$ cat src/ctac_defs.svh
// Register offsets, field positions, reset values and timing counts of the touch scanner
`ifndef CTAC_DEFS_SVH
`define CTAC_DEFS_SVH

`define CTAC_OFS_CTRL 8'h00
`define CTAC_OFS_THRESH 8'h04
`define CTAC_OFS_TIMING 8'h08
`define CTAC_OFS_STATUS 8'h0C
`define CTAC_OFS_MASK 8'h10
`define CTAC_OFS_RESULT 8'h14

`define CTAC_CTRL_MODE_LSB 0
`define CTAC_CTRL_LOWER_BIT 2
`define CTAC_CTRL_FDIV_LSB 8
`define CTAC_CTRL_XSEL_LSB 16

`define CTAC_ST_YES 0
`define CTAC_ST_NO 1
`define CTAC_ST_DONE 2
`define CTAC_ST_TIMEOUT_COUNT_LIMIT 3

`define CTAC_ROUND_TICKS 4096
`define CTAC_TIMEOUT_COUNT_LIMIT_RST 12'hFFF
`define CTAC_THRESH_RST 12'h000

`endif

$ cat src/ctac_pkg.sv
// Types shared by the touch scanner
package ctac_pkg;
    typedef enum logic [2:0] {
        CTAC_IDLE = 3'b000,
        CTAC_GAP = 3'b001,
        CTAC_DRIVE = 3'b010,
        CTAC_SENSE = 3'b011,
        CTAC_JUDGE = 3'b100,
        CTAC_WAIT = 3'b101
    } ctac_state_t;

    typedef enum logic [1:0] {
        CTAC_MODE_OFF = 2'b00,
        CTAC_MODE_NOW = 2'b01,
        CTAC_MODE_CONT = 2'b10
    } ctac_mode_t;
endpackage : ctac_pkg

$ cat src/ctac_scanner.sv
// Capacitive touch scanner with hardware threshold compare and Wishbone registers
// How it works
// - One shared count threshold is applied to every enabled channel.
// - Hardware compares each channel count at measurement end and raises touch events.
// - Each measurement raises exactly one of touch or no-touch.
// - On touch, the measured channel index is captured into the result register.
// - Event flags stay set until software clears them by reading status.
// - Scanning continues in low power; a touch raises a wake-up request when its mask bit is set.
// - Continuous mode repeats scan rounds without software; select it last.
// - Lower-is-touch bit clear: higher count is touch; set: directions swap.
// - A count reaching the timeout limit raises a timeout event.
// - Rounds are separated by round interval times 4096 function-clock periods.
// - Comparator crossing stops recharge and stores the count as sensing value.
//
// Our own choices: the Wishbone register port and the register addresses.
`timescale 1ns/1ps
`include "ctac_defs.svh"

module ctac_scanner #(
    parameter int NCH = 16,
    parameter int CW = 12
) (
    // Clock and reset
    input wire logic clk_i,
    input wire logic rst_i,
    // Wishbone slave
    input wire logic cyc_i,
    input wire logic stb_i,
    input wire logic we_i,
    input wire logic [7:0] adr_i,
    input wire logic [3:0] sel_i,
    input wire logic [31:0] dat_i,
    output logic [31:0] dat_o,
    output logic ack_o,
    // Touch pads
    output logic [NCH-1:0] x_drive_o,
    output logic [NCH-1:0] x_oe_o,
    input wire logic y_cross_i,
    // System
    output logic irq_o,
    output logic wake_o
);
    import ctac_pkg::*;
    localparam int CHW = $clog2(NCH);

    ctac_state_t state_ff;
    ctac_mode_t mode_ff;
    logic lower_ff;
    logic [3:0] fdiv_ff;
    logic [NCH-1:0] xsel_ff;
    logic xgnd_ff;
    logic [CW-1:0] thresh_ff;
    logic [CW-1:0] timeout_count_limit_ff;
    logic [7:0] round_ff;
    logic [7:0] rdelay_ff;
    logic [3:0] status_ff;
    logic [3:0] mask_ff;
    logic [CW-1:0] count_ff;
    logic [$clog2(NCH)-1:0] chan_ff;
    logic [$clog2(NCH)-1:0] touched_channel_index_ff;
    logic [CW-1:0] sense_ff;
    logic [3:0] div_ff;
    logic tick_ff;
    logic [19:0] wait_ff;
    logic [1:0] cross_sync_ff;
    logic now_ff;
    logic [3:0] ev;
    logic wr_en;
    logic rd_en;
    logic is_touch;
    logic timed_out;
    logic [$clog2(NCH)-1:0] nxt_chan;
    logic found;
    logic rd_clr;
    logic [3:0] nxt_status;

    assign wr_en = cyc_i & stb_i & we_i & ~ack_o;
    assign rd_en = cyc_i & stb_i & ~we_i & ~ack_o;

    // Two-flop sync of the asynchronous comparator level
    always_ff @(posedge clk_i) begin
        if (rst_i) begin
            cross_sync_ff <= 2'h0;
        end else begin
            cross_sync_ff <= {cross_sync_ff[0], y_cross_i};
        end
    end

    // Function-clock tick; divider 0 gives every clock (undivided source)
    always_ff @(posedge clk_i) begin
        if (rst_i) begin
            div_ff <= 4'h0;
            tick_ff <= 1'b0;
        end else if (div_ff >= fdiv_ff) begin
            div_ff <= 4'h0;
            tick_ff <= 1'b1;
        end else begin
            div_ff <= div_ff + 4'h1;
            tick_ff <= 1'b0;
        end
    end

    // Register writes; mode written last by software starts the scan
    always_ff @(posedge clk_i) begin
        if (rst_i) begin
            mode_ff <= CTAC_MODE_OFF;
            lower_ff <= 1'b0;
            fdiv_ff <= 4'h0;
            xsel_ff <= '0;
            xgnd_ff <= 1'b0;
            thresh_ff <= `CTAC_THRESH_RST;
            timeout_count_limit_ff <= `CTAC_TIMEOUT_COUNT_LIMIT_RST;
            round_ff <= 8'h00;
            rdelay_ff <= 8'h00;
            mask_ff <= 4'h0;
        end else if (wr_en && adr_i == `CTAC_OFS_CTRL && sel_i[0]) begin
            mode_ff <= ctac_mode_t'(dat_i[`CTAC_CTRL_MODE_LSB +: 2]);
            lower_ff <= dat_i[`CTAC_CTRL_LOWER_BIT];
            xgnd_ff <= dat_i[3];
            fdiv_ff <= dat_i[`CTAC_CTRL_FDIV_LSB +: 4];
            xsel_ff <= dat_i[`CTAC_CTRL_XSEL_LSB +: NCH];
        end else if (wr_en && adr_i == `CTAC_OFS_THRESH) begin
            thresh_ff <= dat_i[CW-1:0];
            timeout_count_limit_ff <= dat_i[16 +: CW];
        end else if (wr_en && adr_i == `CTAC_OFS_TIMING) begin
            round_ff <= dat_i[7:0];
            rdelay_ff <= dat_i[15:8];
        end else if (wr_en && adr_i == `CTAC_OFS_MASK) begin
            mask_ff <= dat_i[3:0];
        end
    end

    // Next enabled channel after the current one, wrapping
    always_comb begin
        nxt_chan = chan_ff;
        found = 1'b0;
        for (int i = 1; i <= NCH; i++) begin
            if (!found && xsel_ff[(int'(chan_ff) + i) % NCH]) begin
                nxt_chan = CHW'((int'(chan_ff) + i) % NCH);
                found = 1'b1;
            end
        end
    end

    // Shared threshold compare, direction set by lower-is-touch
    assign is_touch = lower_ff ? (count_ff < thresh_ff) : (count_ff > thresh_ff);
    assign timed_out = count_ff >= timeout_count_limit_ff;
    // Exactly one of yes/no on each judged channel
    assign ev[`CTAC_ST_YES] = state_ff == CTAC_JUDGE && is_touch;
    assign ev[`CTAC_ST_NO] = state_ff == CTAC_JUDGE && !is_touch;
    assign ev[`CTAC_ST_TIMEOUT_COUNT_LIMIT] = state_ff == CTAC_JUDGE && timed_out;
    assign ev[`CTAC_ST_DONE] = state_ff == CTAC_JUDGE && nxt_chan <= chan_ff;

    // Next flags: a read of status clears them, but an event in the same cycle is kept
    assign rd_clr = rd_en && adr_i == `CTAC_OFS_STATUS;
    assign nxt_status = rd_clr ? ev : (status_ff | ev);

    // Scan sequencer: gap, recharge cycles until crossing, judge, round wait
    always_ff @(posedge clk_i) begin
        if (rst_i) begin
            state_ff <= CTAC_IDLE;
            count_ff <= '0;
            chan_ff <= CHW'(NCH - 1);
            wait_ff <= 20'h00000;
            now_ff <= 1'b0;
        end else if (mode_ff == CTAC_MODE_OFF || xsel_ff == '0) begin
            // Park on the top channel so that the next round starts at the lowest enabled one
            state_ff <= CTAC_IDLE;
            chan_ff <= CHW'(NCH - 1);
            now_ff <= 1'b0;
        end else begin
            unique case (state_ff)
                CTAC_IDLE: begin
                    if (mode_ff == CTAC_MODE_CONT || !now_ff) begin
                        now_ff <= 1'b1;
                        chan_ff <= nxt_chan;
                        wait_ff <= 20'(rdelay_ff);
                        state_ff <= CTAC_GAP;
                    end
                end
                CTAC_GAP: if (tick_ff) begin
                    if (wait_ff == 20'h00000) begin
                        count_ff <= '0;
                        state_ff <= CTAC_DRIVE;
                    end else begin
                        wait_ff <= wait_ff - 20'h00001;
                    end
                end
                CTAC_DRIVE: if (tick_ff) begin
                    state_ff <= CTAC_SENSE;
                end
                CTAC_SENSE: if (tick_ff) begin
                    // Stop on crossing or count at the timeout limit; the count is the sensing value
                    if (cross_sync_ff[1] || count_ff >= timeout_count_limit_ff) begin
                        state_ff <= CTAC_JUDGE;
                    end else begin
                        count_ff <= count_ff + CW'(1);
                        state_ff <= CTAC_DRIVE;
                    end
                end
                CTAC_JUDGE: begin
                    chan_ff <= nxt_chan;
                    if (ev[`CTAC_ST_DONE]) begin
                        wait_ff <= 20'(round_ff) * 20'(`CTAC_ROUND_TICKS);
                        state_ff <= CTAC_WAIT;
                    end else begin
                        wait_ff <= 20'(rdelay_ff);
                        state_ff <= CTAC_GAP;
                    end
                end
                CTAC_WAIT: begin
                    // Continuous rounds repeat without software; one-shot stops
                    if (mode_ff != CTAC_MODE_CONT) begin
                        state_ff <= CTAC_IDLE;
                        chan_ff <= CHW'(NCH - 1);
                    end else if (tick_ff) begin
                        if (wait_ff == 20'h00000) begin
                            wait_ff <= 20'(rdelay_ff);
                            state_ff <= CTAC_GAP;
                        end else begin
                            wait_ff <= wait_ff - 20'h00001;
                        end
                    end
                end
                default: state_ff <= CTAC_IDLE;
            endcase
        end
    end

    // Result capture on each judge; touched index only updated on touch
    always_ff @(posedge clk_i) begin
        if (rst_i) begin
            sense_ff <= '0;
            touched_channel_index_ff <= '0;
        end else if (state_ff == CTAC_JUDGE) begin
            sense_ff <= count_ff;
            if (is_touch) begin
                touched_channel_index_ff <= chan_ff;
            end
        end
    end

    // Sticky flags; a read of status clears but a same-cycle event wins
    always_ff @(posedge clk_i) begin
        if (rst_i) begin
            status_ff <= 4'h0;
        end else begin
            status_ff <= nxt_status;
        end
    end

    // Interrupt and wake are registered from the next flags; wake runs in any power state
    always_ff @(posedge clk_i) begin
        if (rst_i) begin
            irq_o <= 1'b0;
            wake_o <= 1'b0;
        end else begin
            irq_o <= |(nxt_status & mask_ff);
            wake_o <= nxt_status[`CTAC_ST_YES] & mask_ff[`CTAC_ST_YES];
        end
    end

    // Pad drive, one flop pair per X pin; idle pins float unless the ground option holds them,
    // which keeps a floating neighbour from coupling into the pad being measured
    for (genvar g = 0; g < NCH; g++) begin : g_pad
        logic sel_here;
        assign sel_here = chan_ff == CHW'(g);
        always_ff @(posedge clk_i) begin
            if (rst_i) begin
                x_drive_o[g] <= 1'b0;
                x_oe_o[g] <= 1'b0;
            end else begin
                x_drive_o[g] <= sel_here && state_ff == CTAC_DRIVE;
                x_oe_o[g] <= (sel_here && (state_ff == CTAC_DRIVE || state_ff == CTAC_SENSE))
                    || xgnd_ff;
            end
        end
    end

    // Wishbone answer: one-cycle ack, unmapped reads return zero
    always_ff @(posedge clk_i) begin
        if (rst_i) begin
            ack_o <= 1'b0;
            dat_o <= 32'h00000000;
        end else begin
            ack_o <= cyc_i & stb_i & ~ack_o;
            dat_o <= 32'h00000000;
            if (rd_en) begin
                unique case (adr_i)
                    `CTAC_OFS_CTRL: dat_o <= 32'({16'(xsel_ff), 4'h0, fdiv_ff, 4'h0, xgnd_ff,
                        lower_ff, mode_ff});
                    `CTAC_OFS_THRESH: dat_o <= 32'({4'h0, timeout_count_limit_ff, 4'h0, thresh_ff});
                    `CTAC_OFS_TIMING: dat_o <= 32'({rdelay_ff, round_ff});
                    `CTAC_OFS_STATUS: dat_o <= 32'(status_ff);
                    `CTAC_OFS_MASK: dat_o <= 32'(mask_ff);
                    `CTAC_OFS_RESULT: dat_o <= 32'({12'(touched_channel_index_ff), 4'h0, sense_ff});
                    default: dat_o <= 32'h00000000;
                endcase
            end
        end
    end

    // Touch and no-touch never fire together at a judge
    one_event_a: assert property (@(posedge clk_i) disable iff (rst_i)
        state_ff == CTAC_JUDGE |-> ev[`CTAC_ST_YES] != ev[`CTAC_ST_NO])
        else $error("touch and no-touch not exclusive");
    // Touch flag set next cycle after a touch judge
    flag_sticks_a: assert property (@(posedge clk_i) disable iff (rst_i)
        ev[`CTAC_ST_YES] |=> status_ff[`CTAC_ST_YES])
        else $error("touch flag not set");
    // Index captured on touch
    index_capt_a: assert property (@(posedge clk_i) disable iff (rst_i)
        ev[`CTAC_ST_YES] |=> touched_channel_index_ff == $past(chan_ff))
        else $error("touched index not captured");
    // Higher count is touch when lower-is-touch is clear
    compare_dir_a: assert property (@(posedge clk_i) disable iff (rst_i)
        state_ff == CTAC_JUDGE && !lower_ff && count_ff > thresh_ff |-> ev[`CTAC_ST_YES])
        else $error("compare direction wrong");
    // Timeout event when count reaches limit
    timeout_ev_a: assert property (@(posedge clk_i) disable iff (rst_i)
        state_ff == CTAC_JUDGE && count_ff >= timeout_count_limit_ff |-> ev[`CTAC_ST_TIMEOUT_COUNT_LIMIT])
        else $error("timeout missing");
    // Sense value stored at judge
    sense_store_a: assert property (@(posedge clk_i) disable iff (rst_i)
        state_ff == CTAC_JUDGE |=> sense_ff == $past(count_ff))
        else $error("sense value not stored");
    // Wake follows unmasked touch flag on the next cycle
    wake_req_a: assert property (@(posedge clk_i) disable iff (rst_i)
        ev[`CTAC_ST_YES] && mask_ff[`CTAC_ST_YES] |-> ##1 wake_o)
        else $error("wake not raised");
    // Round wait loads interval times 4096
    round_gap_a: assert property (@(posedge clk_i) disable iff (rst_i)
        state_ff == CTAC_JUDGE && ev[`CTAC_ST_DONE] |=>
        wait_ff == 20'($past(round_ff)) * 20'(`CTAC_ROUND_TICKS))
        else $error("round interval wrong");
    // A status read clears the touch flag unless a touch lands in the same cycle
    read_clear_a: assert property (@(posedge clk_i) disable iff (rst_i)
        rd_clr && !ev[`CTAC_ST_YES] |=> !status_ff[`CTAC_ST_YES])
        else $error("touch flag not cleared by read");
    // No pad is pulsed while waiting between rounds
    round_idle_a: assert property (@(posedge clk_i) disable iff (rst_i)
        state_ff == CTAC_WAIT |-> x_drive_o == '0)
        else $error("pad pulsed between rounds");
endmodule : ctac_scanner

$ cat config.mk
export PLATFORM = sky130hd
export DESIGN_NAME = ctac_scanner
export DESIGN_NICKNAME = d
export VERILOG_FILES = /design/src/ctac_pkg.sv /design/src/ctac_scanner.sv
export VERILOG_INCLUDE_DIRS = /design/src
export SDC_FILE = /design/constraint.sdc
export NUM_CORES = 1
export LEC_CHECK = 0
export BUFFER_PORTS_ARGS = -buffer_cell sky130_fd_sc_hd__buf_4
export CELL_PAD_IN_SITES_DETAIL_PLACEMENT = 1
export CELL_PAD_IN_SITES_GLOBAL_PLACEMENT = 1
export CORE_MARGIN = 2
export CORE_UTILIZATION = 34
export DETAILED_ROUTE_END_ITERATION = 12
export HOLD_SLACK_MARGIN = 0.15
export PLACE_DENSITY_LB_ADDON = 0.1
export SYNTH_ARGS = -nofsm -noshare
export SYNTH_HDL_FRONTEND = slang
export SYNTH_SLANG_ARGS = --single-unit
$ cat constraint.sdc
create_clock -name clk_i -period 7.6 [get_ports clk_i]
set_input_delay 1.52 -clock clk_i [delete_from_list [all_inputs] [get_ports clk_i]]
set_output_delay 1.52 -clock clk_i [all_outputs]
set_load 0.005 [all_outputs]
Yosys cells after proc, flatten, opt, wreduce, memory -nomap -nowiden
Index checks and enable logic that the tools add are counted.

storage, ports and cells
  flip-flop bits (word level) = 202
  bits of input ports = 50
  output and inout port bits = 67
  word-level logic and storage cells = 410

operators by class
  bitwise operators = 32
  $add $sub $neg = 19
  reductions and logical operators = 132
  multiplexer cells = 110
  eq/ne operators = 39
  order comparisons = 21

operators with widths
  kind                                                         number
  one-hot mux 32 bit (6 select lines)                          1
  2-to-1 mux 20 bit                                            7
  less-than comparator 5 x 6 -> 1 bit (second input constant)  16
  one-hot mux 20 bit (4 select lines)                          1
  2-to-1 mux 4 bit                                             19
  OR reduction 4 bit                                           17
  binary-select mux 1 bit (select 4 bit)                       16
  logical AND 1 bit                                            57
  2-to-1 mux 1 bit                                             49
  2-to-1 mux 12 bit                                            4
  adder 4 bit (second input constant)                          8
  equality test 4 bit (second input constant)                  8
  2-to-1 mux 3 bit                                             10
  one-hot mux 12 bit (2 select lines)                          1
  != test 2 bit (second input constant)                        11
  zero test 20 bit                                             1
  logical OR 1 bit                                             20
  subtractor 20 x 1 -> 20 bit (second input constant)          1
  one-hot mux 3 bit (6 select lines)                           1
  zero test 1 bit                                              17
  adder 4 x 3 -> 4 bit (second input constant)                 4
  bitwise AND 1 bit (first input constant)                     16
  equality test 4 x 3 -> 1 bit (second input constant)         4
  equality test 8 x 4 -> 1 bit (second input constant)         2
  36 further kinds                                             62

Longest topological paths before layout
  word-level depth = 58
  mapped depth = 28
  gate-level depth less buffers = 23

Worst setup path after synthesis
Ideal clock, no wire load.

  kind = register -> register
  start point = register chan_ff[1]
  end point = register wait_ff[7]
  arrival time = 6.136 ns
  library setup time = 0.115 ns
  stages on the path, launching flop included = 27
  period minus slack after synthesis = 6.251 ns
  setup slack = 1.349 ns
  data required time = 7.485 ns
  path buffers = 5
  cell sequence = dfxtp_1 buf_2 buf_1 inv_1 ha_1 buf_6 mux4_2 mux4_2 or4_4 buf_6 or2_4 or3_1 a211o_1 a41o_1 inv_1 ha_1 nor2b_1 o21ai_0 nand2b_1 a21oi_1 a41oi_1 o31ai_1 nand2b_1 clkbuf_1 a32oi_1 o21ai_0 and2_1

between the ends
  longest elaborated chain between the ends = 54
  elaborated cells on any way between the ends = 129
  those cells by class = add/sub: 16; order compare: 1; mux: 81; reduce/logical: 31

ends and longest elaborated chain
  item                                                 RTL line                                  RTL
  start, declared                                      ctac_scanner.sv:59                        logic [$clog2(NCH)-1:0] chan_ff;
  start signal, assigned                               ctac_scanner.sv:163                       chan_ff <= CHW'(NCH - 1);
  start signal, assigned                               ctac_scanner.sv:169                       chan_ff <= CHW'(NCH - 1);
  start signal, assigned                               ctac_scanner.sv:176                       chan_ff <= nxt_chan;
  adder 4 x 1 -> 4 bit                                 ctac_scanner.sv:138, ctac_scanner.sv:139
  binary-select mux 1 bit (select 4 bit)               ctac_scanner.sv:138                       if (!found && xsel_ff[(int'(chan_ff) + i) % NCH]) begin
  2-to-1 mux 1 bit (implied by the code) (2 in a row)  ctac_scanner.sv:138
  2-to-1 mux 1 bit                                     ctac_scanner.sv:138
  zero test 1 bit                                      ctac_scanner.sv:138
  logical AND 1 bit                                    ctac_scanner.sv:138
  2-to-1 mux 1 bit                                     ctac_scanner.sv:138
  zero test 1 bit                                      ctac_scanner.sv:138
  [37 not listed]                                      --
  2-to-1 mux 1 bit                                     ctac_scanner.sv:138
  zero test 1 bit                                      ctac_scanner.sv:138
  logical AND 1 bit                                    ctac_scanner.sv:138
  2-to-1 mux 4 bit                                     ctac_scanner.sv:138
  <= comparator 4 bit *                                ctac_scanner.sv:152                       assign ev[`CTAC_ST_DONE] = state_ff == CTAC_JUDGE && nxt_chan <= chan_ff;
  logical AND 1 bit *                                  ctac_scanner.sv:152
  2-to-1 mux 20 bit *                                  ctac_scanner.sv:203                       if (ev[`CTAC_ST_DONE]) begin
  one-hot mux 20 bit (4 select lines) *                ctac_scanner.sv:172                       unique case (state_ff)
  end signal, assigned                                 ctac_scanner.sv:177                       wait_ff <= 20'(rdelay_ff);
  end signal, assigned                                 ctac_scanner.sv:204                       wait_ff <= 20'(round_ff) * 20'(`CTAC_ROUND_TICKS);
  end signal, assigned                                 ctac_scanner.sv:207                       wait_ff <= 20'(rdelay_ff);
  end, declared                                        ctac_scanner.sv:64                        logic [19:0] wait_ff;

Mark *: on every way between the ends. The rest lies on a longest branch, timed or not. The select of a mux whose other input is x is not followed.
A chain may end at the register's enable or synchronous reset.

Final worst setup path
  start point = register chan_ff[0]
  end point = register irq_o

between the ends
  longest elaborated chain between the ends = 56
  elaborated cells on any way between the ends = 131
  those cells by class = add/sub: 16; order compare: 1; mux: 80; bitwise: 2; reduce/logical: 32

ends and longest elaborated chain
  item                                                 RTL line                                  RTL
  adder 4 x 1 -> 4 bit                                 ctac_scanner.sv:138, ctac_scanner.sv:139
  binary-select mux 1 bit (select 4 bit)               ctac_scanner.sv:138
  2-to-1 mux 1 bit (implied by the code) (2 in a row)  ctac_scanner.sv:138
  2-to-1 mux 1 bit                                     ctac_scanner.sv:138
  zero test 1 bit                                      ctac_scanner.sv:138
  logical AND 1 bit                                    ctac_scanner.sv:138
  2-to-1 mux 1 bit                                     ctac_scanner.sv:138
  zero test 1 bit                                      ctac_scanner.sv:138
  [39 not listed]                                      --
  logical AND 1 bit                                    ctac_scanner.sv:138
  2-to-1 mux 4 bit                                     ctac_scanner.sv:138
  <= comparator 4 bit *                                ctac_scanner.sv:152
  logical AND 1 bit *                                  ctac_scanner.sv:152
  OR 4 bit                                             ctac_scanner.sv:156                       assign nxt_status = rd_clr ? ev : (status_ff | ev);
  2-to-1 mux 4 bit *                                   ctac_scanner.sv:156
  bitwise AND 4 bit *                                  ctac_scanner.sv:258                       irq_o <= |(nxt_status & mask_ff);
  OR reduction 4 bit *                                 ctac_scanner.sv:258
  end signal, assigned                                 ctac_scanner.sv:258
  end, declared                                        ctac_scanner.sv:40                        output logic irq_o,

Marks and branches as above.

==> flow_summary_export.csv <==
group,metric,value,unit
die,fp-row-count,65,
cells_and_area,fin_util,41.1,%
yosys,synth_cell_count_leaders,"sky130_fd_sc_hd__nand2_1 (238), sky130_fd_sc_hd__dfxtp_1 (202), sky130_fd_sc_hd__a21oi_1 (143)",
worst_setup_path,slowest_stage,"sky130_fd_sc_hd__ha_1",
cells_and_area,flow.area_growth_from_synthesis,18.6,%
sta,final_max_slew_viol_count,0,
die,die_h,184,um
detailed_routing,drcViolationCount,0,
yosys,syn-num-nets,1417,
worst_setup_path,timing.critical_path.arrival,6.87,ns
sta,setup_viol,0,
power,power_density,171,nW/um^2
worst_setup_path,critical_path.cell_chain,"inv_1, ha_1, buf_4, mux4_2, mux2i_1, mux2i_1, or4_4, or2_4, or3_1, a211o_1, a41o_1, inv_1, ha_1, nor2b_1, o21ai_0, nand2b_1, a21oi_1, a41oi_1, nor2_1, buf_4, a21oi_1, nor2_1, a221o_1, a31o_1",
yosys,area_fraction_in_and_or_nand_and_nor_cells_after_synthesis,21.3,%
worst_setup_path,critical_path.max_stage_delay,0.72,ns
cts,cts_post_setup_buffers_inserted,0,
sta,hold_viol_final,0,
yosys,synth_top_family_by_area,"simple AND/OR/NAND/NOR gates",
yosys,netlist.top_cell.by_area,"sky130_fd_sc_hd__dfxtp_1",
die,ios,117,
cells_and_area,multiInputGateArea,6500,um^2
detailed_routing,wl,37800,um
outcome,run_status,"complete, no violations",
power,power.ir.vdd_worst,0.147,mV
worst_setup_path,criticalPathCategory,"reg2reg",
cts,cts-root-buf,"sky130_fd_sc_hd__clkbuf_16",
global_routing,gr-total-overflow,0,
yosys,synthCells,1316,
sta,timing.setup.tns,0,ns
sta,tightest_slew,1.16,ns
power,power.leakage,5.19,nW
cells_and_area,final_net_count,1511,
detailed_routing,detailedRoute.firstIterationViolations,633,
yosys,synth_top_cells_by_area,"sky130_fd_sc_hd__dfxtp_1 (37%), sky130_fd_sc_hd__nand2_1 (8.1%), sky130_fd_sc_hd__mux4_2 (7.2%)",
cts,htree_num_levels,1,
detailed_routing,drt_pass1_iterations,5,
cts,post_cts_resized,0,
detailed_routing,avgRoutedWirePerCell,20.7,um
global_routing,grtUsageTotal,22.4,%
sta,setup_repair_after_global_routing_missed_its_margin,"no",
yosys,async_reset_ff_share,0,%
cts,number_of_buffers_created_by_cts,24,
detailed_routing,postRouteAntennaNets,0,
cts,clk-insertion-delay-late,0.53,ns
sta,slew_headroom,22.6,%
die,initial_cell_density_of_the_core,34.7,%
detailed_routing,vias,10100,
yosys,synth.most_common_cell,"sky130_fd_sc_hd__nand2_1",
yosys,yosys_warnings,0,
yosys,edff_count_synth,0,
die,total_die_area,33800,um^2
yosys,synth_top_flop_cell,"sky130_fd_sc_hd__dfxtp_1",
placed_design,dp_hpwl,27800,um
worst_setup_path,cp-end-kind,"register",
yosys,mean_instance_size_in_the_synthesized_netlist,8.36,um^2
yosys,synth_cell_type_count,70,
placed_design,place_congestion,0.885,
die,core-area,31700,um^2
yosys,synth_mux_area_share,11.3,%
yosys,yosys.area_share.xor_xnor,2.14,%
cts,cts.reportedPaths.clkPinSlew,0.06,ns
worst_setup_path,critical_path_peak_fanout,14,
worst_setup_path,timing.critical_path.required,8.01,ns
yosys,post_synth_instance_area,11000,um^2
placed_design,quantity_of_i_o_buffers_inserted_on_ports,113,
cells_and_area,seqCellArea,4040,um^2
cts,clock_sink_count,202,
global_routing,first_global_vias,10200,
detailed_routing,vias_per_cell,5.55,
sta,min_period_over_period,85.0,%
yosys,synth_largest_type_area_fraction,36.8,%
yosys,ffs_latches_synth,202,
global_routing,wire_length_of_the_first_global_routing_pass,59300,um
yosys,synth_compound_area_share,18.4,%
sta,fin_skew,0.0129,ns
run,drv.max_cap_violation_count,0,
yosys,post_synth_fa_ha_maj_area_fraction,5.80,%
worst_setup_path,critPathLaunchType,"register",
cts,cts_hold_repair.buffers,0,
hold_path,hold_path_class,"reg2reg",
cts,clock_buffer_depth,3,
global_routing,number_of_antenna_violations_at_the_first_check_in_global_routing,0,
cells_and_area,num-fill-cells,3810,
global_routing,grt_start_max_net_pins,56,
cts,tritoncts,"done",
die,floorplan.die.width,184,um
yosys,sequential_element_share_of_the_synthesized_area,36.8,%
cells_and_area,layout-drive-gt1-share,16.8,%
cells_and_area,antenna_cells,0,
sta,fmax,155,MHz
sta,layout_min_cycle_time,6.46,ns
-- metal layers --
metal	wire, um	GRT usage, %	vias to the layer above
met5	0	0	-
met4	821	4.90	0
met3	1850	2.75	45
met2	18100	38.4	227
met1	16900	30.1	4976
li1	-	-	4874
-- final timing paths --
path | from | endpoint | slack, ns | cells past startpoint
max | chan_ff[0]$_SDFFE_PP1P_ | irq_o$_SDFF_PP0_ | 1.14 | 24
min | cross_sync_ff[0]$_SDFF_PP0_ | cross_sync_ff[1]$_SDFF_PP0_ | 0.44 | 1
max reg2reg | chan_ff[0]$_SDFFE_PP1P_ | irq_o$_SDFF_PP0_ | 1.14 | 24
min reg2reg | cross_sync_ff[0]$_SDFF_PP0_ | cross_sync_ff[1]$_SDFF_PP0_ | 0.44 | 1
-- state kept, by name (all words and copies together) (netlist names), 12 cells and up --
name / flops
dat_o: 32
wait_ff: 20
x_drive_o: 16
x_oe_o: 16
xsel_ff: 16
count_ff: 12
sense_ff: 12
thresh_ff: 12
timeout_count_limit_ff: 12
-- metrics by stage --
stage	setup WS, ns	power [mW]	instance area [um^2]	hold slack (ns)	instances
6_report	1.14	2.23	13000	0.439	1825
5_1_grt	0.656	2.31	13000	0.457	1825
4_1_cts	1.14	2.26	13000	0.444	1825
3_5_place_dp	1.18	1.14	12300	0.430	1786
3_3_place_gp	1.30	1.14	12300	0.421	1786
2_1_floorplan	1.35	1.10	11000	0.414	1316
-- final cells by class --
type	instances	area share, %
Multi-Input combinational cell	994	49.9
Sequential cell	202	31.0
Timing Repair Buffer	140	8.06
Clock buffer	35	5.61
Tap cell	402	3.86
Inverter	48	1.38
Clock inverter	4	0.240
-- logic make-up (layout without fill, tap and decap cells) --
kind of cell | Yosys count | in the layout
compound gates | 317 | 317
xor+xnor | 26 | 26
fa+ha+maj | 51 | 51
buf+inv | 120 | 227
flops | 202 | 202
mux | 78 | 78
simple gates | 522 | 522
-- worst max-delay path: cells and delay by family, from the launching register on --
kind,cells,cell delay (ns)
multiplexers,3,1.13
AO/OA/AOI/OAI,8,1.68
flip-flops,1,0.33
adder cells (fa/ha/maj),2,0.85
AND/OR/NAND/NOR,7,1.61
buffers and inverters,4,0.72
-- layout by cell type, fill, tap and decap left out, types with 20 or more instances in the layout --
cell type,count
sky130_fd_sc_hd__a21oi_1,143
sky130_fd_sc_hd__buf_4,140
sky130_fd_sc_hd__ha_1,51
sky130_fd_sc_hd__dfxtp_1,202
sky130_fd_sc_hd__nor3_1,23
sky130_fd_sc_hd__o21ai_0,29
sky130_fd_sc_hd__nand2_1,238
sky130_fd_sc_hd__nor2_1,133
sky130_fd_sc_hd__nand2b_1,20
sky130_fd_sc_hd__clkbuf_16,24
sky130_fd_sc_hd__mux4_2,35
sky130_fd_sc_hd__inv_1,45
sky130_fd_sc_hd__mux2i_1,25
-- power by group --
group	leakage (nW)	internal [mW]	switching (mW)
logic	3.18	0.0208	0.0315
clock network	0.381	0.660	0.459
registers	1.63	1.06	0.000867
total	5.19	1.74	0.491
Power figures use the tool's default switching activity.
